$ cat config.mk
export PLATFORM = sky130hd
export DESIGN_NAME = plsup_top
export DESIGN_NICKNAME = d
export VERILOG_FILES = /design/src/plsup_pkg.sv /design/src/plsup_top.sv
export VERILOG_INCLUDE_DIRS = /design/src /design/src/src
export SDC_FILE = /design/constraint.sdc
export NUM_CORES = 1
export LEC_CHECK = 0
export ABC_AREA = 1
export BUFFER_PORTS_ARGS = -buffer_cell sky130_fd_sc_hd__buf_2
export CAP_MARGIN = 20
export CORE_UTILIZATION = 30
export DETAILED_ROUTE_END_ITERATION = 10
export GPL_TIMING_DRIVEN = 0
export PLACE_DENSITY_LB_ADDON = 0.12
export SYNTH_ARGS = -nofsm -noshare
export SYNTH_HDL_FRONTEND = slang
export SYNTH_SLANG_ARGS = --single-unit
$ cat constraint.sdc
create_clock -name clk -period 10.52 [get_ports clk]
set_clock_uncertainty 0.2 [all_clocks]
set_input_delay 2.63 -clock clk [delete_from_list [all_inputs] [get_ports clk]]
set_output_delay 2.63 -clock clk [all_outputs]
set_load 0.05 [all_outputs]
$ cat src/plsup_defs.svh
`ifndef PLSUP_DEFS_SVH
`define PLSUP_DEFS_SVH
// Register byte offsets
`define PLSUP_OFF_CTRL 12'h000
`define PLSUP_OFF_VLOW 12'h004
`define PLSUP_OFF_ILOAD 12'h008
`define PLSUP_OFF_IRES 12'h00c
`define PLSUP_OFF_DELAY 12'h010
`define PLSUP_OFF_STATUS 12'h014
`define PLSUP_OFF_IRQ_STAT 12'h018
`define PLSUP_OFF_IRQ_EN 12'h01c
`define PLSUP_OFF_IRQ_CLR 12'h020
// Control bits
`define PLSUP_CTRL_BLK_EN 0
`define PLSUP_CTRL_BRK_ASSIGN 1
`define PLSUP_CTRL_EVT_USE 2
`define PLSUP_CTRL_PVT_USE 3
`define PLSUP_CTRL_CT_SIDE 4
// Ratio: neg/pos above 40 percent, as neg*100 > pos*40
`define PLSUP_RATIO_NUM 8'd100
`define PLSUP_RATIO_DEN 8'd40
// Reset values
`define PLSUP_CTRL_RST 32'h0000_0000
`define PLSUP_DELAY_RST 32'h0000_0064
// Bus answers
`define PLSUP_RESP_OKAY 2'b00
`define PLSUP_RESP_SLVERR 2'b10
`endif

$ cat src/plsup_pkg.sv
package plsup_pkg;
  parameter int MW = 16;
  typedef struct packed {
    logic [MW-1:0] v1;
    logic [MW-1:0] v2;
    logic [MW-1:0] v3;
    logic [MW-1:0] v0;
    logic [MW-1:0] vneg;
    logic [MW-1:0] vpos;
  } plsup_volt_t;
  typedef struct packed {
    logic [MW-1:0] i1;
    logic [MW-1:0] i2;
    logic [MW-1:0] i3;
    logic [MW-1:0] i0;
  } plsup_curr_t;
  typedef enum logic [1:0] {
    ST_IDLE = 2'b00,
    ST_TIMING = 2'b01,
    ST_BLOCK = 2'b10
  } plsup_state_t;
endpackage

$ cat src/plsup_top.sv
// Functional notes
// Earth VT breaker input, when used, trips the voltage-loss block as fuse failure.
// Measured block asserts only when every qualifying condition holds together.
// Qualify when any phase voltage is below one hundredth of rated.
// Qualify when residual voltage low or negative/positive ratio above forty percent.
// Qualify when all three phase currents are below the load threshold.
// Qualify when residual current is below one tenth of rated current.
// Qualify only when no inhibiting overcurrent element is picked up.
// Breaker must be closed when assigned; ignored when unassigned.
// Qualify only when offline detection reports no dead busbar.
// Supervised protective elements are blocked while the block command stands.
// Fuse-failure input going dead blocks all supervised elements.
// Currents come from the CT on the side of the VT.
// Block alarm issues only after the alarm delay with condition present.
// Blocking of elements happens only while block enable is active.
// Evaluation, counter and outputs are registered and cleared by synchronous reset.
//
// The implementer's own choices: the register offsets and the AXI4-Lite interface to the registers.
`include "plsup_defs.svh"
module plsup_top #(
  parameter int NELEM = 8,
  parameter int NOC = 4
) (
  // Clock and control
  input wire logic clk,
  input wire logic sys_rst,
  input wire logic clk_en,
  // Measurement front end
  input wire plsup_pkg::plsup_volt_t volt,
  input wire plsup_pkg::plsup_curr_t curr_a,
  input wire plsup_pkg::plsup_curr_t curr_b,
  // Pins from outside domain
  input wire logic earth_vt_fuse_fail_input,
  input wire logic phase_vt_fuse_fail_input,
  input wire logic breaker_closed,
  input wire logic [NOC-1:0] oc_pickup,
  input wire logic dead_busbar,
  // Element supervision settings
  input wire logic [NELEM-1:0] elem_mcs_active,
  // Outputs
  output logic voltage_loss_block,
  output logic [NELEM-1:0] elem_block,
  output logic irq,
  // AXI4-Lite slave
  input wire logic [11:0] s_awaddr,
  input wire logic s_awvalid,
  output logic s_awready,
  input wire logic [31:0] s_wdata,
  input wire logic [3:0] s_wstrb,
  input wire logic s_wvalid,
  output logic s_wready,
  output logic [1:0] s_bresp,
  output logic s_bvalid,
  input wire logic s_bready,
  input wire logic [11:0] s_araddr,
  input wire logic s_arvalid,
  output logic s_arready,
  output logic [31:0] s_rdata,
  output logic [1:0] s_rresp,
  output logic s_rvalid,
  input wire logic s_rready
);
  import plsup_pkg::*;

  // ----------------------------------------
  // Input synchronisers
  // ----------------------------------------
  localparam int NS = NOC + 4;
  logic [NS-1:0] sy1_ff, sy2_ff;
  always_ff @(posedge clk) begin
    if (sys_rst) begin
      sy1_ff <= '0;
      sy2_ff <= '0;
    end else if (clk_en) begin
      sy1_ff <= {oc_pickup, dead_busbar, breaker_closed,
                 phase_vt_fuse_fail_input, earth_vt_fuse_fail_input};
      sy2_ff <= sy1_ff;
    end
  end
  logic evt_ff_s, pvt_ff_s, brk_s, dead_s;
  logic [NOC-1:0] oc_s;
  assign evt_ff_s = sy2_ff[0];
  assign pvt_ff_s = sy2_ff[1];
  assign brk_s = sy2_ff[2];
  assign dead_s = sy2_ff[3];
  assign oc_s = sy2_ff[NS-1:4];

  // ----------------------------------------
  // Registers
  // ----------------------------------------
  logic [31:0] ctrl_ff, vlow_ff, iload_ff, ires_ff, delay_ff;
  logic [1:0] irq_stat_ff, irq_en_ff;
  logic aw_ok, w_ok, wr_go, rd_go;
  logic [1:0] clr_req;
  assign wr_go = s_awvalid && s_wvalid && !s_bvalid && clk_en;
  assign rd_go = s_arvalid && !s_rvalid && clk_en;

  function automatic logic mapped(input logic [11:0] a);
    mapped = (a <= `PLSUP_OFF_IRQ_CLR) && (a[1:0] == 2'b00);
  endfunction

  function automatic logic [31:0] merge(input logic [31:0] o, input logic [31:0] n,
                                        input logic [3:0] s);
    for (int b = 0; b < 4; b++) begin
      merge[b*8 +: 8] = s[b] ? n[b*8 +: 8] : o[b*8 +: 8];
    end
  endfunction

  always_ff @(posedge clk) begin
    if (sys_rst) begin
      ctrl_ff <= `PLSUP_CTRL_RST;
      vlow_ff <= '0;
      iload_ff <= '0;
      ires_ff <= '0;
      delay_ff <= `PLSUP_DELAY_RST;
      irq_en_ff <= '0;
    end else if (wr_go) begin
      unique case (s_awaddr)
        `PLSUP_OFF_CTRL: ctrl_ff <= merge(ctrl_ff, s_wdata, s_wstrb);
        `PLSUP_OFF_VLOW: vlow_ff <= merge(vlow_ff, s_wdata, s_wstrb);
        `PLSUP_OFF_ILOAD: iload_ff <= merge(iload_ff, s_wdata, s_wstrb);
        `PLSUP_OFF_IRES: ires_ff <= merge(ires_ff, s_wdata, s_wstrb);
        `PLSUP_OFF_DELAY: delay_ff <= merge(delay_ff, s_wdata, s_wstrb);
        `PLSUP_OFF_IRQ_EN: if (s_wstrb[0]) irq_en_ff <= s_wdata[1:0];
        default: ;
      endcase
    end
  end
  assign clr_req = (wr_go && s_awaddr == `PLSUP_OFF_IRQ_CLR && s_wstrb[0]) ?
                   s_wdata[1:0] : 2'b00;

  // Write channel: address and data taken together
  always_ff @(posedge clk) begin
    if (sys_rst) begin
      s_awready <= 1'b0;
      s_wready <= 1'b0;
      s_bvalid <= 1'b0;
      s_bresp <= `PLSUP_RESP_OKAY;
    end else if (clk_en) begin
      s_awready <= wr_go;
      s_wready <= wr_go;
      if (wr_go) begin
        s_bvalid <= 1'b1;
        s_bresp <= mapped(s_awaddr) ? `PLSUP_RESP_OKAY : `PLSUP_RESP_SLVERR;
      end else if (s_bready) begin
        s_bvalid <= 1'b0;
      end
    end
  end

  // ----------------------------------------
  // Qualifying conditions
  // ----------------------------------------
  plsup_curr_t cur;
  logic c_vlow, c_res, c_iload, c_ires, c_noc, c_brk, c_live, meas_ok;
  logic [2*MW+7:0] neg_scaled, pos_scaled;
  always_comb begin
    cur = ctrl_ff[`PLSUP_CTRL_CT_SIDE] ? curr_b : curr_a;
    // Widen before the product so large magnitudes do not wrap
    neg_scaled = (2*MW+8)'(volt.vneg) * `PLSUP_RATIO_NUM;
    pos_scaled = (2*MW+8)'(volt.vpos) * `PLSUP_RATIO_DEN;
    c_vlow = (volt.v1 < vlow_ff[MW-1:0]) || (volt.v2 < vlow_ff[MW-1:0])
             || (volt.v3 < vlow_ff[MW-1:0]);
    c_res = (volt.v0 < vlow_ff[MW-1:0]) || (neg_scaled > pos_scaled);
    c_iload = (cur.i1 < iload_ff[MW-1:0]) && (cur.i2 < iload_ff[MW-1:0])
              && (cur.i3 < iload_ff[MW-1:0]);
    c_ires = cur.i0 < ires_ff[MW-1:0];
    c_noc = ~|oc_s;
    c_brk = !ctrl_ff[`PLSUP_CTRL_BRK_ASSIGN] || brk_s;
    c_live = !dead_s;
    meas_ok = c_vlow && c_res && c_iload && c_ires && c_noc && c_brk && c_live;
  end

  logic meas_ff, fuse_ff;
  always_ff @(posedge clk) begin
    if (sys_rst) begin
      meas_ff <= 1'b0;
      fuse_ff <= 1'b0;
    end else if (clk_en) begin
      meas_ff <= meas_ok;
      fuse_ff <= (ctrl_ff[`PLSUP_CTRL_EVT_USE] && evt_ff_s)
                 || (ctrl_ff[`PLSUP_CTRL_PVT_USE] && pvt_ff_s);
    end
  end

  // ----------------------------------------
  // Alarm delay state machine
  // ----------------------------------------
  plsup_state_t st_ff;
  logic [31:0] cnt_ff;
  always_ff @(posedge clk) begin
    if (sys_rst) begin
      st_ff <= ST_IDLE;
      cnt_ff <= '0;
    end else if (clk_en) begin
      unique case (st_ff)
        ST_IDLE: begin
          cnt_ff <= '0;
          if (meas_ff) st_ff <= ST_TIMING;
        end
        ST_TIMING: begin
          if (!meas_ff) begin
            st_ff <= ST_IDLE;
          end else if (cnt_ff + 32'd1 >= delay_ff) begin
            st_ff <= ST_BLOCK;
          end else begin
            cnt_ff <= cnt_ff + 32'd1;
          end
        end
        ST_BLOCK: if (!meas_ff) st_ff <= ST_IDLE;
        default: st_ff <= ST_IDLE;
      endcase
    end
  end

  // ----------------------------------------
  // Outputs and interrupts
  // ----------------------------------------
  logic nxt_blk;
  assign nxt_blk = (st_ff == ST_BLOCK) || fuse_ff;
  always_ff @(posedge clk) begin
    if (sys_rst) begin
      voltage_loss_block <= 1'b0;
      elem_block <= '0;
    end else if (clk_en) begin
      voltage_loss_block <= nxt_blk;
      elem_block <= (ctrl_ff[`PLSUP_CTRL_BLK_EN] && nxt_blk) ?
                    elem_mcs_active : '0;
    end
  end

  // Bit 0 block rise, bit 1 fuse-fail rise; set wins over clear
  logic [1:0] ev;
  assign ev = {fuse_ff && !voltage_loss_block, nxt_blk && !voltage_loss_block};
  always_ff @(posedge clk) begin
    if (sys_rst) begin
      irq_stat_ff <= '0;
      irq <= 1'b0;
    end else if (clk_en) begin
      irq_stat_ff <= (irq_stat_ff & ~clr_req) | ev;
      irq <= |(((irq_stat_ff & ~clr_req) | ev) & irq_en_ff);
    end
  end

  // Read channel
  always_ff @(posedge clk) begin
    if (sys_rst) begin
      s_arready <= 1'b0;
      s_rvalid <= 1'b0;
      s_rdata <= '0;
      s_rresp <= `PLSUP_RESP_OKAY;
    end else if (clk_en) begin
      s_arready <= rd_go;
      if (rd_go) begin
        s_rvalid <= 1'b1;
        s_rresp <= mapped(s_araddr) ? `PLSUP_RESP_OKAY : `PLSUP_RESP_SLVERR;
        unique case (s_araddr)
          `PLSUP_OFF_CTRL: s_rdata <= ctrl_ff;
          `PLSUP_OFF_VLOW: s_rdata <= vlow_ff;
          `PLSUP_OFF_ILOAD: s_rdata <= iload_ff;
          `PLSUP_OFF_IRES: s_rdata <= ires_ff;
          `PLSUP_OFF_DELAY: s_rdata <= delay_ff;
          `PLSUP_OFF_STATUS: s_rdata <= {27'h0, st_ff, fuse_ff, meas_ff,
                                         voltage_loss_block};
          `PLSUP_OFF_IRQ_STAT: s_rdata <= {30'h0, irq_stat_ff};
          `PLSUP_OFF_IRQ_EN: s_rdata <= {30'h0, irq_en_ff};
          default: s_rdata <= '0;
        endcase
      end else if (s_rready) begin
        s_rvalid <= 1'b0;
      end
    end
  end

  // ----------------------------------------
  // Assertions
  // ----------------------------------------
  a_fuse_blocks: assert property (@(posedge clk) disable iff (sys_rst)
    (clk_en && fuse_ff) |=> voltage_loss_block)
    else $error("fuse failure did not block");
  a_meas_all: assert property (@(posedge clk) disable iff (sys_rst)
    (clk_en && !meas_ok) |=> !meas_ff)
    else $error("measured qualifier set with a failed condition");
  a_vlow_need: assert property (@(posedge clk) disable iff (sys_rst)
    (volt.v1 >= vlow_ff[MW-1:0] && volt.v2 >= vlow_ff[MW-1:0]
     && volt.v3 >= vlow_ff[MW-1:0]) |-> !meas_ok)
    else $error("qualified without low phase voltage");
  a_noc_need: assert property (@(posedge clk) disable iff (sys_rst)
    (|oc_s) |-> !meas_ok)
    else $error("qualified with overcurrent pickup");
  a_brk_need: assert property (@(posedge clk) disable iff (sys_rst)
    (ctrl_ff[`PLSUP_CTRL_BRK_ASSIGN] && !brk_s) |-> !meas_ok)
    else $error("qualified with assigned breaker open");
  a_dead_need: assert property (@(posedge clk) disable iff (sys_rst)
    dead_s |-> !meas_ok)
    else $error("qualified on dead busbar");
  a_delay_hold: assert property (@(posedge clk) disable iff (sys_rst)
    (st_ff == ST_IDLE && !fuse_ff && clk_en) |=> !voltage_loss_block)
    else $error("block issued before delay");
  a_enable_gate: assert property (@(posedge clk) disable iff (sys_rst)
    (clk_en && !ctrl_ff[`PLSUP_CTRL_BLK_EN]) |=> (elem_block == '0))
    else $error("elements blocked while disabled");
  a_elem_follow: assert property (@(posedge clk) disable iff (sys_rst)
    (clk_en && ctrl_ff[`PLSUP_CTRL_BLK_EN] && nxt_blk) |=>
    (elem_block == $past(elem_mcs_active)))
    else $error("supervised element not blocked");
  c_meas_block: cover property (@(posedge clk) st_ff == ST_TIMING ##1 st_ff == ST_BLOCK);
  c_fuse_block: cover property (@(posedge clk) fuse_ff ##1 voltage_loss_block);
  c_abort: cover property (@(posedge clk) st_ff == ST_TIMING ##1 st_ff == ST_IDLE);
endmodule // plsup_top

## Yosys cells after proc, flatten, opt, wreduce, memory -nomap -nowiden

Index checks and enable logic that the tools add are counted.

- Shifts and indexed selects: 0
- Bitwise gates (word level): 4
- Multiplexer cells: 18
- Add/subtract/negate cells: 1
- Multiply operators: 2
- Equality and inequality tests: 20
- $lt $le $gt $ge: 12
- Reduce and logical (&&, ||, !) cells: 71
- Div/mod/pow operators: 0

Operators with widths:

| cell | count |
|---|---|
| $pmux W32 S8 | 1 |
| $lt A16 B16 Y1 | 8 |
| $eq A12 B5 Y1 const B | 6 |
| $mux W32 | 2 |
| $mux W64 | 1 |
| $pmux W32 S2 | 1 |
| $reduce_and A3 Y1 | 21 |
| $eq A12 B4 Y1 const B | 4 |
| $add A32 B1 Y32 const B | 1 |
| $ge A32 B32 Y1 | 1 |
| $eq A12 B3 Y1 const B | 2 |
| $le A12 B6 Y1 const B | 2 |
| $logic_not A12 Y1 | 2 |
| $gt A23 B22 Y1 | 1 |
| $logic_and A1 B1 Y1 | 22 |
| $mul A16 B5 Y21 const B | 1 |
| $mul A16 B3 Y19 const B | 1 |
| $mux W2 | 7 |
| $eq A12 B6 Y1 const B | 1 |
| $mux W8 | 1 |
| $ne A2 B2 Y1 const B | 4 |
| $reduce_and A2 Y1 | 4 |
| $reduce_and A4 Y1 | 2 |
| $logic_not A1 Y1 | 6 |
| other kinds (13) | 26 |

- RAM bits: 0
- Latch bits: 0
- Logic and storage cells: 166
- Output and inout bits: 51
- Register bits: 266
- Input port bits: 308
- Memories: 0
- Memory bits (read-only): 0

## Longest topological paths before layout

Gate-level depths: netlist of the first run.

- Word-level depth: 11
- Mapped depth: 27
- Depth with buffers taken out: 27

## Worst setup path before layout of the first run

OpenSTA, ideal clock, no wires.

- Path type: input -> register
- From: input port volt[18] (netlist name)
- To: register meas_ff
- Stages: 26
- Setup time: 0.132 ns
- Data required time: 10.188 ns
- Arrival: 6.014 ns
- Buffers on the path: 0
- Setup slack: 4.174 ns
- Path through: ha_1 > ha_1 > fa_1 > ha_1 > a21oi_1 > nand2_1 > a21o_1 > a21oi_1 > o21ai_0 > a21oi_1 > nor2_1 > nor2_1 > xnor2_1 > ha_1 > a21oi_1 > nor2_1 > a211oi_1 > nand2_1 > nand2_1 > nand2_1 > nand2_1 > nand2_1 > nand2_1 > nand3_1 > nand3_1 > a21oi_1

- Cells in the longest elaborated chain, start to end: 9

RTL lines:

| what | line | source |
|---|---|---|
| start: declaration | plsup_top.sv:29 | `input wire plsup_pkg::plsup_volt_t volt,` |
| $mul A16 B5 Y21 (no source line) | -- |  |
| $gt A23 B22 Y1 | plsup_top.sv:164 | `c_res = (volt.v0 < vlow_ff[MW-1:0]) \|\| (neg_scaled > pos_scaled);` |
| $logic_or A1 B1 Y1 | plsup_top.sv:164 |  |
| $logic_and A1 B1 Y1 (6 in a row) | plsup_top.sv:171 | `meas_ok = c_vlow && c_res && c_iload && c_ires && c_noc && c_brk && c_live;` |
| end signal: assignment | plsup_top.sv:180 | `meas_ff <= meas_ok;` |
| end: declaration | plsup_top.sv:174 | `logic meas_ff, fuse_ff;` |

Every way passes these cells.
A chain may end at the register's enable or synchronous reset.

## Final worst setup path of the first run

- From: input port volt[19] (netlist name)
- To: register meas_ff

The elaborated chain is that of the path after synthesis.

==> results of run 1 <==
[synthesized netlist by cell type (all sizes together) (26+ instances only)]
cell type	number	area [um2]
nand3	95	488.0
o21ai	238	1191
o22ai	70	437.9
dfxtp	264	5285
nor3	33	196.4
inv	344	1291
xor2	29	261.5
nor2	169	674.4
nand2	497	1881
buf	26	125.1
clkbuf	79	297.8
nand4	47	300.3
ha	252	3153
o31ai	32	240.2
a21oi	350	1755
[per-stage QoR]
stage | power [mW] | instance area [um2] | util, % | hold WS (ps)
2_1_floorplan | 1.427 | 18370 | - | 228.8
3_3_place_gp | 1.619 | 21120 | 34.93 | 239.0
3_5_place_dp | 1.630 | 21120 | 34.93 | 243.9
4_1_cts | 2.780 | 22190 | 36.70 | 253.8
5_1_grt | 2.914 | 22200 | 36.72 | 271.0
6_report | 2.751 | 22200 | 36.72 | 253.4
[registers in the layout (all words and copies together), names as in the netlist]
register            cells
st_ff                   2
irq_en_ff               2
s_rresp                 1
meas_ff                 1
iload_ff               32
irq                     1
s_bvalid                1
irq_stat_ff             2
fuse_ff                 1
sy1_ff                  8
elem_block              8
ires_ff                32
cnt_ff                 32
s_wready                1
s_rvalid                1
s_rdata                32
sy2_ff                  8
ctrl_ff                32
s_arready               1
voltage_loss_block      1
s_bresp                 1
vlow_ff                32
delay_ff               32
[power by group through the flow]
stage / Clock, mW / Sequential, mW / Combinational (mW)
global route: 1.21 / 1.01 / 0.691
global placement: 0 / 1.04 / 0.584
finish: 1.14 / 1.01 / 0.594
CTS: 1.17 / 1.01 / 0.598
detailed placement: 0 / 1.04 / 0.595
floorplan: 0 / 1.04 / 0.389
[layer usage]
layer / GRT usage, % / wire length [um] / up-vias
met1: 30.62 / 32840 / 8968
met4: 6.014 / 1942 / 6
met2: 38.03 / 33300 / 580
met5: 0 / 35 / -
met3: 3.452 / 4764 / 110
li1: - / - / 9585
[worst paths after layout]
| kind | startpoint | to | slack [ps] | depth (start not counted) |
|---|---|---|---|---|
| setup / recovery | volt[19] | meas_ff$_SDFFE_PP0P_ | 4070 | 26 |
| hold / removal | ires_ff[19]$_SDFFE_PP0P_ | ires_ff[19]$_SDFFE_PP0P_ | 250 | 2 |
| setup reg to reg | cnt_ff[0]$_SDFFE_PP0P_ | cnt_ff[3]$_SDFFE_PP0P_ | 5850 | 22 |
| hold reg to reg | ires_ff[19]$_SDFFE_PP0P_ | ires_ff[19]$_SDFFE_PP0P_ | 250 | 2 |
[cells by family after synthesis]
family / after synthesis / synth area share [%]
AND/OR/NAND/NOR: 855 / 19.91
AO/OA/AOI/OAI: 724 / 21.13
buffers and inverters: 455 / 9.456
adder cells (fa/ha/maj): 264 / 18.48
flip-flops: 264 / 28.78
XOR/XNOR: 46 / 2.235
other: 1 / 0.02042
[cell type report]
class | instances | share of cell area, %
antenna | 4 | 0.04508
buffer | 105 | 1.905
clock buffer | 45 | 4.001
clock inverter | 10 | 0.8171
inverter | 350 | 5.917
multi-input combinational | 1891 | 51.10
sequential | 264 | 23.80
tap | 782 | 4.407
timing repair buffer | 355 | 8.002
[worst max-delay path, delay by kind of cell]
family / cells / cell delay (ps)
fa+ha+maj: 5 / 1680
compound gates: 6 / 1080
simple gates: 11 / 910
buf+inv: 3 / 210
xor+xnor: 1 / 170
==> metrics.md, run 1 <==
| Metric | Value |
|---|---|
| Post-DP HPWL | ~60 mm |
| Fin. Hold Viols | 0 |
| Share of cells above drive strength 1 | 15.13% |
| CP Launch Type | input pin |
| FF/Latch Area | roughly 5300 um2 |
| Max VDD drop | 0.0001166 V |
| Count of pins over their slew limit | 0 |
| I/O pin cnt | approximately 360 |
| Synth cell types | 46 |
| Tightest Pin Transition | 1034 ps |
| Clock Root Buffer | clkbuf_16 |
| Tmin final | around 6500 ps |
| EDFF count, synth | 0 |
| Final setup viols | 0 |
| Fmax achieved | between 150 and 200 MHz |
| Largest net degree at the start of global routing | 15 |
| Total CTS buffers | 30 |
| Non-filler instance count after layout | approximately 3.8k |
| Relative slew margins | 30.46% |
| Vias | about 19k |
| Clock slew at reported path FFs | roughly 60 ps |
| Detail Route Antenna Nets | 0 |
| Clk buf depth | 3 |
| Worst Path Class, Setup | in2reg |
| Die width | around 250 um |
| Core ar. | roughly 60000 um2 |
| Outcome | finished clean |
| Avg Cell Area, Syn | roughly 7 um2 |
| Worst-Skew Late Latency | between 500 and 600 ps |
| IO buf count | about 360 |
| Final worst setup slack | approximately 4100 ps |
| Commonest non-fill, non-tap cell in the layout | nand2_1 |
| Mapped Cells | between 2k and 3k |
| Ys async rst share | 0% |
| Post-Syn Area | between 15000 and 20000 um2 |
| Leakage | 10.00 nW |
| Synthesis-to-layout area growth | 20.90% |
| Area of the multi-input gates | between 10000 and 15000 um2 |
| Remaining routing DRC violations | 0 |
| Worst Hold Class | reg2reg |
| Setup TNS | 0 ps |
| Register area share after synthesis | between 20% and 30% |
| CTS Hold Bufs | 0 |
| DR vias/cell | 5.058 |
| Drt total wl | roughly 73 mm |
| Height of the die | approximately 250 um |
| CP max FO | 5 |
| MaxCap Viol Count | 0 |
| CP endpoint kind | flip-flop |
| Most common cell on crit path | nand2_1 |
| Psw | about 0.80 mW |
| Dpl ws | approximately 3500 ps |
| Synthesized flop and latch total | between 200 and 300 |
| Switching Fraction | ~29% |
| Power Density | roughly 120 nW/um2 |
| Wire per inst | roughly 19 um |
| Cts repair resizes | 0 |
| Gr ovfl total | 0 |
| First-pass GRT wire length | ~110 mm |
| Worst EP arrival | ~6700 ps |
| Clock network power share | between 40% and 50% |
| Ys flop type | dfxtp_1 |
| Most frequent cells in the layout | nand2_1 (493), buf_2 (368), a21oi_1 (349) |
| Seq pwr share | between 30 and 40% |
| Max incr delay on CP | roughly 500 ps |
| Int Power | 1.947 mW |
| Initial antenna violation count | 10 |
| WP data required | around 11000 ps |
| CTS tree | done |
| Drt first pass iters | 7 |
| Post-Place Cells | 3747 |
| Final Cycle Share | approximately three fifths |
| Synth warnings | 0 |
| Combinational share of power | a little over a fifth |
| Initial Util | a little under a third |
| Filler cells | roughly 6.5k |
| CP max stage cell | fa_1 |
| RSZ-0062 raised after global routing | no |
| Post CTS Setup Buffer Count | 0 |
| H-Tree Depth | 1 |
| Die Area | around 62000 um2 |
| Routability congestion estimate | between 0.9 and 1 |
| # nets final | approximately 3.6k |
| Vias in the first global route | 18.67k |
| Row count | 90 |
| Total GRT Usage | a little under a quarter |
| Clk sinks | approximately 260 |
| 1st-iter DRT viols | between 1k and 1.5k |
(Power assumes the default switching activity.)
==> inputs of run 2 (changes only) <==
==> constraint.sdc (replaced) <==
create_clock -name clk -period 5.3 [get_ports clk]
set_clock_uncertainty 0.2 [all_clocks]
set_input_delay 1.325 -clock clk [delete_from_list [all_inputs] [get_ports clk]]
set_output_delay 1.325 -clock clk [all_outputs]
set_load 0.05 [all_outputs]
==> run 2 against run 1 <==
Effect of this change: count of clock-buffer cells in the layout unchanged; critical path depth fell by 5; worst hold slack about the same; cell count is the same; first-iteration DRC count grew 8.5%; critical endpoint unchanged; power increased by 99%; largest cell class unchanged; design area increased by 0.25%; sequential cell count is the same; sequential share of layout area decreased by 0.059 points; die area unchanged; critical path type unchanged; global-route usage unchanged.
==> metrics.md, run 2 (synthesis gave the netlist of run 1 again) <==
| Metric | Value |
|---|---|
| Worst Hold Class | reg2reg |
| Total CTS buffers | 30 |
| FF-to-FF Start | cnt_ff[0]$_SDFFE_PP0P_ |
| Fin. Hold Viols | 0 |
| Vias in the first global route | about 19k |
| Hold path start | ires_ff[27]$_SDFFE_PP0P_ |
| Drt first pass iters | 5 |
| Reg2Reg Depth | 22 |
| Tmin final | ~5000 ps |
| Share of cells above drive strength 1 | 15.43% |
| Fmax achieved | 201.6 MHz |
| Core ar. | roughly 60000 um2 |
| Largest net degree at the start of global routing | 15 |
| Clock Root Buffer | clkbuf_16 |
| Worst Hold Path EP | ires_ff[27]$_SDFFE_PP0P_ |
| Final Cycle Share | a little over nine tenths |
| Gr ovfl total | 0 |
| Max VDD drop | about 0.00023 V |
| Worst Path Class, Setup | in2reg |
| CP max FO | 4 |
| Initial antenna violation count | 10 |
| Die width | about 250 um |
| Relative slew margins | 30.65% |
| Dpl ws | -460.4 ps |
| Die Area | a little over 60000 um2 |
| Wire per inst | 19.17 um |
| Worst-Skew Late Latency | approximately 570 ps |
| 1st-iter DRT viols | between 1k and 1.5k |
| Vias | about 19k |
| Reg-to-reg slack, setup | 670 ps |
| CP endpoint kind | flip-flop |
| Final worst setup slack | roughly 340 ps |
| Height of the die | between 200 and 250 um |
| Detail Route Antenna Nets | 0 |
| I/O pin cnt | 359 |
| Hold Crit Depth | 2 |
| H-Tree Depth | 1 |
| CP Launch Type | input pin |
| Drt total wl | about 73 mm |
| First-pass GRT wire length | between 100 and 150 mm |
| Remaining routing DRC violations | 0 |
| CTS tree | done |
| Post-Place Cells | ~3.7k |
| Routability congestion estimate | 0.9497 |
| Outcome | finished clean |
| Clk sinks | 264 |
| Placed Area | 21120 um2 |
| MaxCap Viol Count | 0 |
| Clock slew at reported path FFs | 70 ps |
| Row count | 90 |
| Final instance area | around 22000 um2 |
| Initial Util | 30.37% |
| Final setup viols | 0 |
| IO buf count | about 360 |
| DR vias/cell | between 5 and 6 |
| CTS Hold Bufs | 0 |
| # nets final | 3569 |
| Leakage | roughly 10 nW |
| Most frequent cells in the layout | nand2_1 (493), buf_2 (368), a21oi_1 (346) |
| Clk buf depth | 3 |
| Synthesis-to-layout area growth | 21.20% |
| WP data required | 5530 ps |
| Power Density | roughly 250 nW/um2 |
| Total GRT Usage | roughly 23% |
| Worst EP arrival | between 5000 and 6000 ps |
| Final hold slack | between 200 and 300 ps |
| Count of pins over their slew limit | 0 |
| Commonest non-fill, non-tap cell in the layout | nand2_1 |
| Setup TNS | 0 ps |
| Post-DP HPWL | about 60 mm |
| RR Endpoint | cnt_ff[3]$_SDFFE_PP0P_ |
| Tightest Pin Transition | 1036 ps |
| Non-filler instance count after layout | 3806 |
[run 2: per-layer routing]
layer | global-route usage (%) | vias up | routed length [um]
met2 | 38.03 | 581 | 33350
met3 | 3.452 | 104 | 4471
met1 | 30.62 | 8999 | 33220
met4 | 6.014 | 6 | 1870
li1 | - | 9586 | -
met5 | 0 | - | 40
[run 2: cell type report]
type,instances,area (um2)
Tap cell,782,978.4
Antenna cell,4,10.01
Buffer,105,422.9
Inverter,350,1314
Multi-Input combinational cell,1891,11400
Fill cell,6518,38210
Sequential cell,264,5285
Clock buffer,45,888.4
Clock inverter,10,181.4
Timing Repair Buffer,355,1777
[run 2: how the worst max path moves through the flow]
stage | start | endpoint | slack (ps)
after CTS | volt[22] | meas_ff$_SDFFE_PP0P_ | 140
after global routing | volt[18] | meas_ff$_SDFFE_PP0P_ | -7
after global placement | volt[18] | meas_ff$_SDFFE_PP0P_ | -430
after detailed placement | volt[22] | meas_ff$_SDFFE_PP0P_ | -460
final | volt[22] | meas_ff$_SDFFE_PP0P_ | 340
after floorplan | volt[18] | meas_ff$_SDFFE_PP0P_ | 260
[run 2: what timing repair did]
action                     in CTS  in global routing
buffers inserted                0                  0
setup endpoints to repair       0                  1
resized for setup               0                 10
[run 2: worst max-delay path, stage by stage]
cell,delay [ps]
buf_2,140
ha_1,290
ha_1,270
inv_1,50
fa_1,490
inv_1,40
ha_1,330
a21oi_1,170
o21ai_0,120
nand2_1,70
o2111ai_1,200
a211oi_2,270
xor2_1,110
ha_1,370
nand2_1,90
nor3b_2,230
nand4_1,160
nand2_1,140
nand3_1,100
nand3_2,130
a21oi_1,70
[run 2: stage by stage]
step                      total power [mW]  utilization (%)
final                                5.482            36.81
after global routing                 5.809            36.81
after CTS                            5.517            36.70
after detailed placement             3.235            34.93
after global placement               3.214            34.93
after floorplan                      2.833                -
[run 2: where the power goes]
group | internal, mW | leakage, nW | total, mW | switching, mW
Clock | 1.39 | 0.521 | 2.27 | 0.874
Combinational | 0.483 | 7.35 | 1.20 | 0.719
Sequential | 2.00 | 2.13 | 2.01 | 0.0111
Total | 3.88 | 10.0 | 5.48 | 1.60
==> inputs of run 3 (changes only) <==
--- a/config.mk
+++ b/config.mk
@@ -12,6 +12,7 @@
 export CORE_UTILIZATION = 30
 export DETAILED_ROUTE_END_ITERATION = 10
 export GPL_TIMING_DRIVEN = 0
+export MAX_ROUTING_LAYER = met4
 export PLACE_DENSITY_LB_ADDON = 0.12
 export SYNTH_ARGS = -nofsm -noshare
 export SYNTH_HDL_FRONTEND = slang
==> run 3 against run 2 <==
Effect of this change: critical path depth grew 6; design area is 0.73% higher; die area unchanged; core utilization up 0.27 points; wire length increased by 0.71%; register-to-register slack got worse by 20 ps.
==> metrics.md, run 3 (synthesis gave the netlist of run 1 again) <==
| Metric | Value |
|---|---|
| Core ar. | approximately 60000 um2 |
| Combinational share of power | 21.2% |
| Dpl ws | -432.2 ps |
| Detail Route Antenna Nets | 0 |
| Total GRT Usage | between 20% and 30% |
| CP max stage cell | fa_1 |
| Hold path start | ires_ff[25]$_SDFFE_PP0P_ |
| Initial Util | roughly 30% |
| Wire per inst | 19.26 um |
| Filler cells | 6504 |
| Placed Area | around 21000 um2 |
| MaxCap Viol Count | 0 |
| Clock network power share | approximately 44% |
| Post-DP HPWL | ~60 mm |
| Vias in the first global route | between 15k and 20k |
| Gr ovfl total | 0 |
| DR vias/cell | 5.043 |
| Final instance area | between 20000 and 25000 um2 |
| IO buf count | ~360 |
| Final Cycle Share | a little over 90% |
| Height of the die | 249.4 um |
| Die Area | just over 60000 um2 |
| RR Endpoint | cnt_ff[26]$_SDFFE_PP0P_ |
| Clock slew at reported path FFs | 50 ps |
| Int Power | about 4.1 mW |
| Seq pwr share | a little over a third |
| CP Launch Type | input pin |
| Initial antenna violation count | 3 |
| Commonest non-fill, non-tap cell in the layout | nand2_1 |
| RSZ-0062 raised after global routing | no |
| Tightest Pin Transition | 1147 ps |
| Count of pins over their slew limit | 0 |
| CTS tree | done |
| Worst Path Class, Setup | in2reg |
| Drt first pass iters | 5 |
| Post-Route Utilization | 37.08% |
| Leakage | about 10 nW |
| Reg2Reg Depth | 22 |
| Worst EP arrival | 5120 ps |
| Vias | between 15k and 20k |
| Most frequent cells in the layout | nand2_1 (493), buf_2 (368), a21oi_1 (347) |
| Die width | about 250 um |
| Clk sinks | 264 |
| CP endpoint kind | flip-flop |
| Routability congestion estimate | roughly 0.97 |
| Reg-to-reg slack, setup | approximately 650 ps |
| Drt total wl | 73.46 mm |
| Power Density | 254.5 nW/um2 |
| 1st-iter DRT viols | about 1.3k |
| Clk buf depth | 3 |
| Most common cell on crit path | nand2_1 |
| Tmin final | 4948 ps |
| Outcome | finished clean |
| Final worst setup slack | about 350 ps |
| Largest net degree at the start of global routing | 13 |
| # nets final | about 3.6k |
| FF-to-FF Start | cnt_ff[0]$_SDFFE_PP0P_ |
| Max incr delay on CP | between 500 and 600 ps |
| Row count | 90 |
| Worst Hold Class | reg2reg |
| Hold Crit Depth | 2 |
| Fmax achieved | a little over 200 MHz |
| Final setup viols | 0 |
| Relative slew margins | between 20% and 30% |
| CP max FO | 4 |
| First-pass GRT wire length | about 110 mm |
| Switching Fraction | 29.00% |
| Final hold slack | 252.7 ps |
| Worst-Skew Late Latency | approximately 530 ps |
| Max VDD drop | 0.0001975 V |
| I/O pin cnt | 359 |
| Synthesis-to-layout area growth | 22.08% |
| Fin. Hold Viols | 0 |
| Clock Root Buffer | clkbuf_16 |
| Total CTS buffers | 34 |
| WP data required | 5470 ps |
| Remaining routing DRC violations | 0 |
| Psw | 1.655 mW |
| Share of cells above drive strength 1 | approximately 16% |
| H-Tree Depth | 2 |
| Worst Hold Path EP | ires_ff[25]$_SDFFE_PP0P_ |
## run 3: power by group through the flow
stage	sequential [mW]	combinational [mW]	clock [mW]
after floorplan	2.06	0.772	0
after global placement	2.05	1.16	0
after detailed placement	2.05	1.18	0
after CTS	2.01	1.19	2.53
after global routing	2.01	1.40	2.62
final	2.01	1.21	2.48
## run 3: critical path: cells and delay by family
family | cells | cell delay (ps)
XOR/XNOR | 1 | 80
AND/OR/NAND/NOR | 12 | 920
AO/OA/AOI/OAI | 8 | 1090
buffers and inverters | 1 | 120
adder cells (fa/ha/maj) | 5 | 1560
## run 3: worst max-delay path by stage
stage                         from                   end  slack [ps]  depth (start not counted)
final                     volt[18]  meas_ff$_SDFFE_PP0P_         350                         27
after global routing      volt[18]  meas_ff$_SDFFE_PP0P_          30                         27
after global placement    volt[18]  meas_ff$_SDFFE_PP0P_        -430                         27
after detailed placement  volt[22]  meas_ff$_SDFFE_PP0P_        -430                         21
after CTS                 volt[22]  meas_ff$_SDFFE_PP0P_         100                         21
after floorplan           volt[18]  meas_ff$_SDFFE_PP0P_         260                         26
## run 3: metal layers
layer | up-vias | share of wire [%] | global-route usage [%]
met5 | - | 0 | -
met4 | 0 | 1.6 | 4.409
met3 | 70 | 4.5 | 2.670
met2 | 492 | 47 | 39.28
met1 | 9071 | 47 | 31.57
li1 | 9605 | - | -
## run 3: cell type report
| class | instances | area (um2) | share of cell area (%) |
|---|---|---|---|
| diodes | 3 | 7.507 | 0.03348 |
| well taps | 782 | 978.4 | 4.364 |
| inverters | 350 | 1314 | 5.860 |
| flip-flops and latches | 264 | 5285 | 23.57 |
| clock inverters | 7 | 121.4 | 0.5413 |
| plain buffers | 105 | 422.9 | 1.886 |
| clock buffers | 55 | 1094 | 4.877 |
| multi-input cells | 1891 | 11400 | 50.84 |
| repair buffers | 358 | 1799 | 8.025 |
## run 3: stage by stage
step | power (mW) | setup TNS [ps] | instances
after detailed placement | 3.238 | -432.2 | 3747
final | 5.707 | 0 | 3815
after CTS | 5.732 | 0 | 3809
after floorplan | 2.833 | 0 | 2610
after global placement | 3.216 | -426.9 | 3747
after global routing | 6.028 | 0 | 3815
## run 3: what timing repair did
item / CTS / global route
gates resized for setup: 0 / 10
setup endpoints to repair: 0 / 1
hold buffers: 0 / 0
buffers inserted: 0 / 3
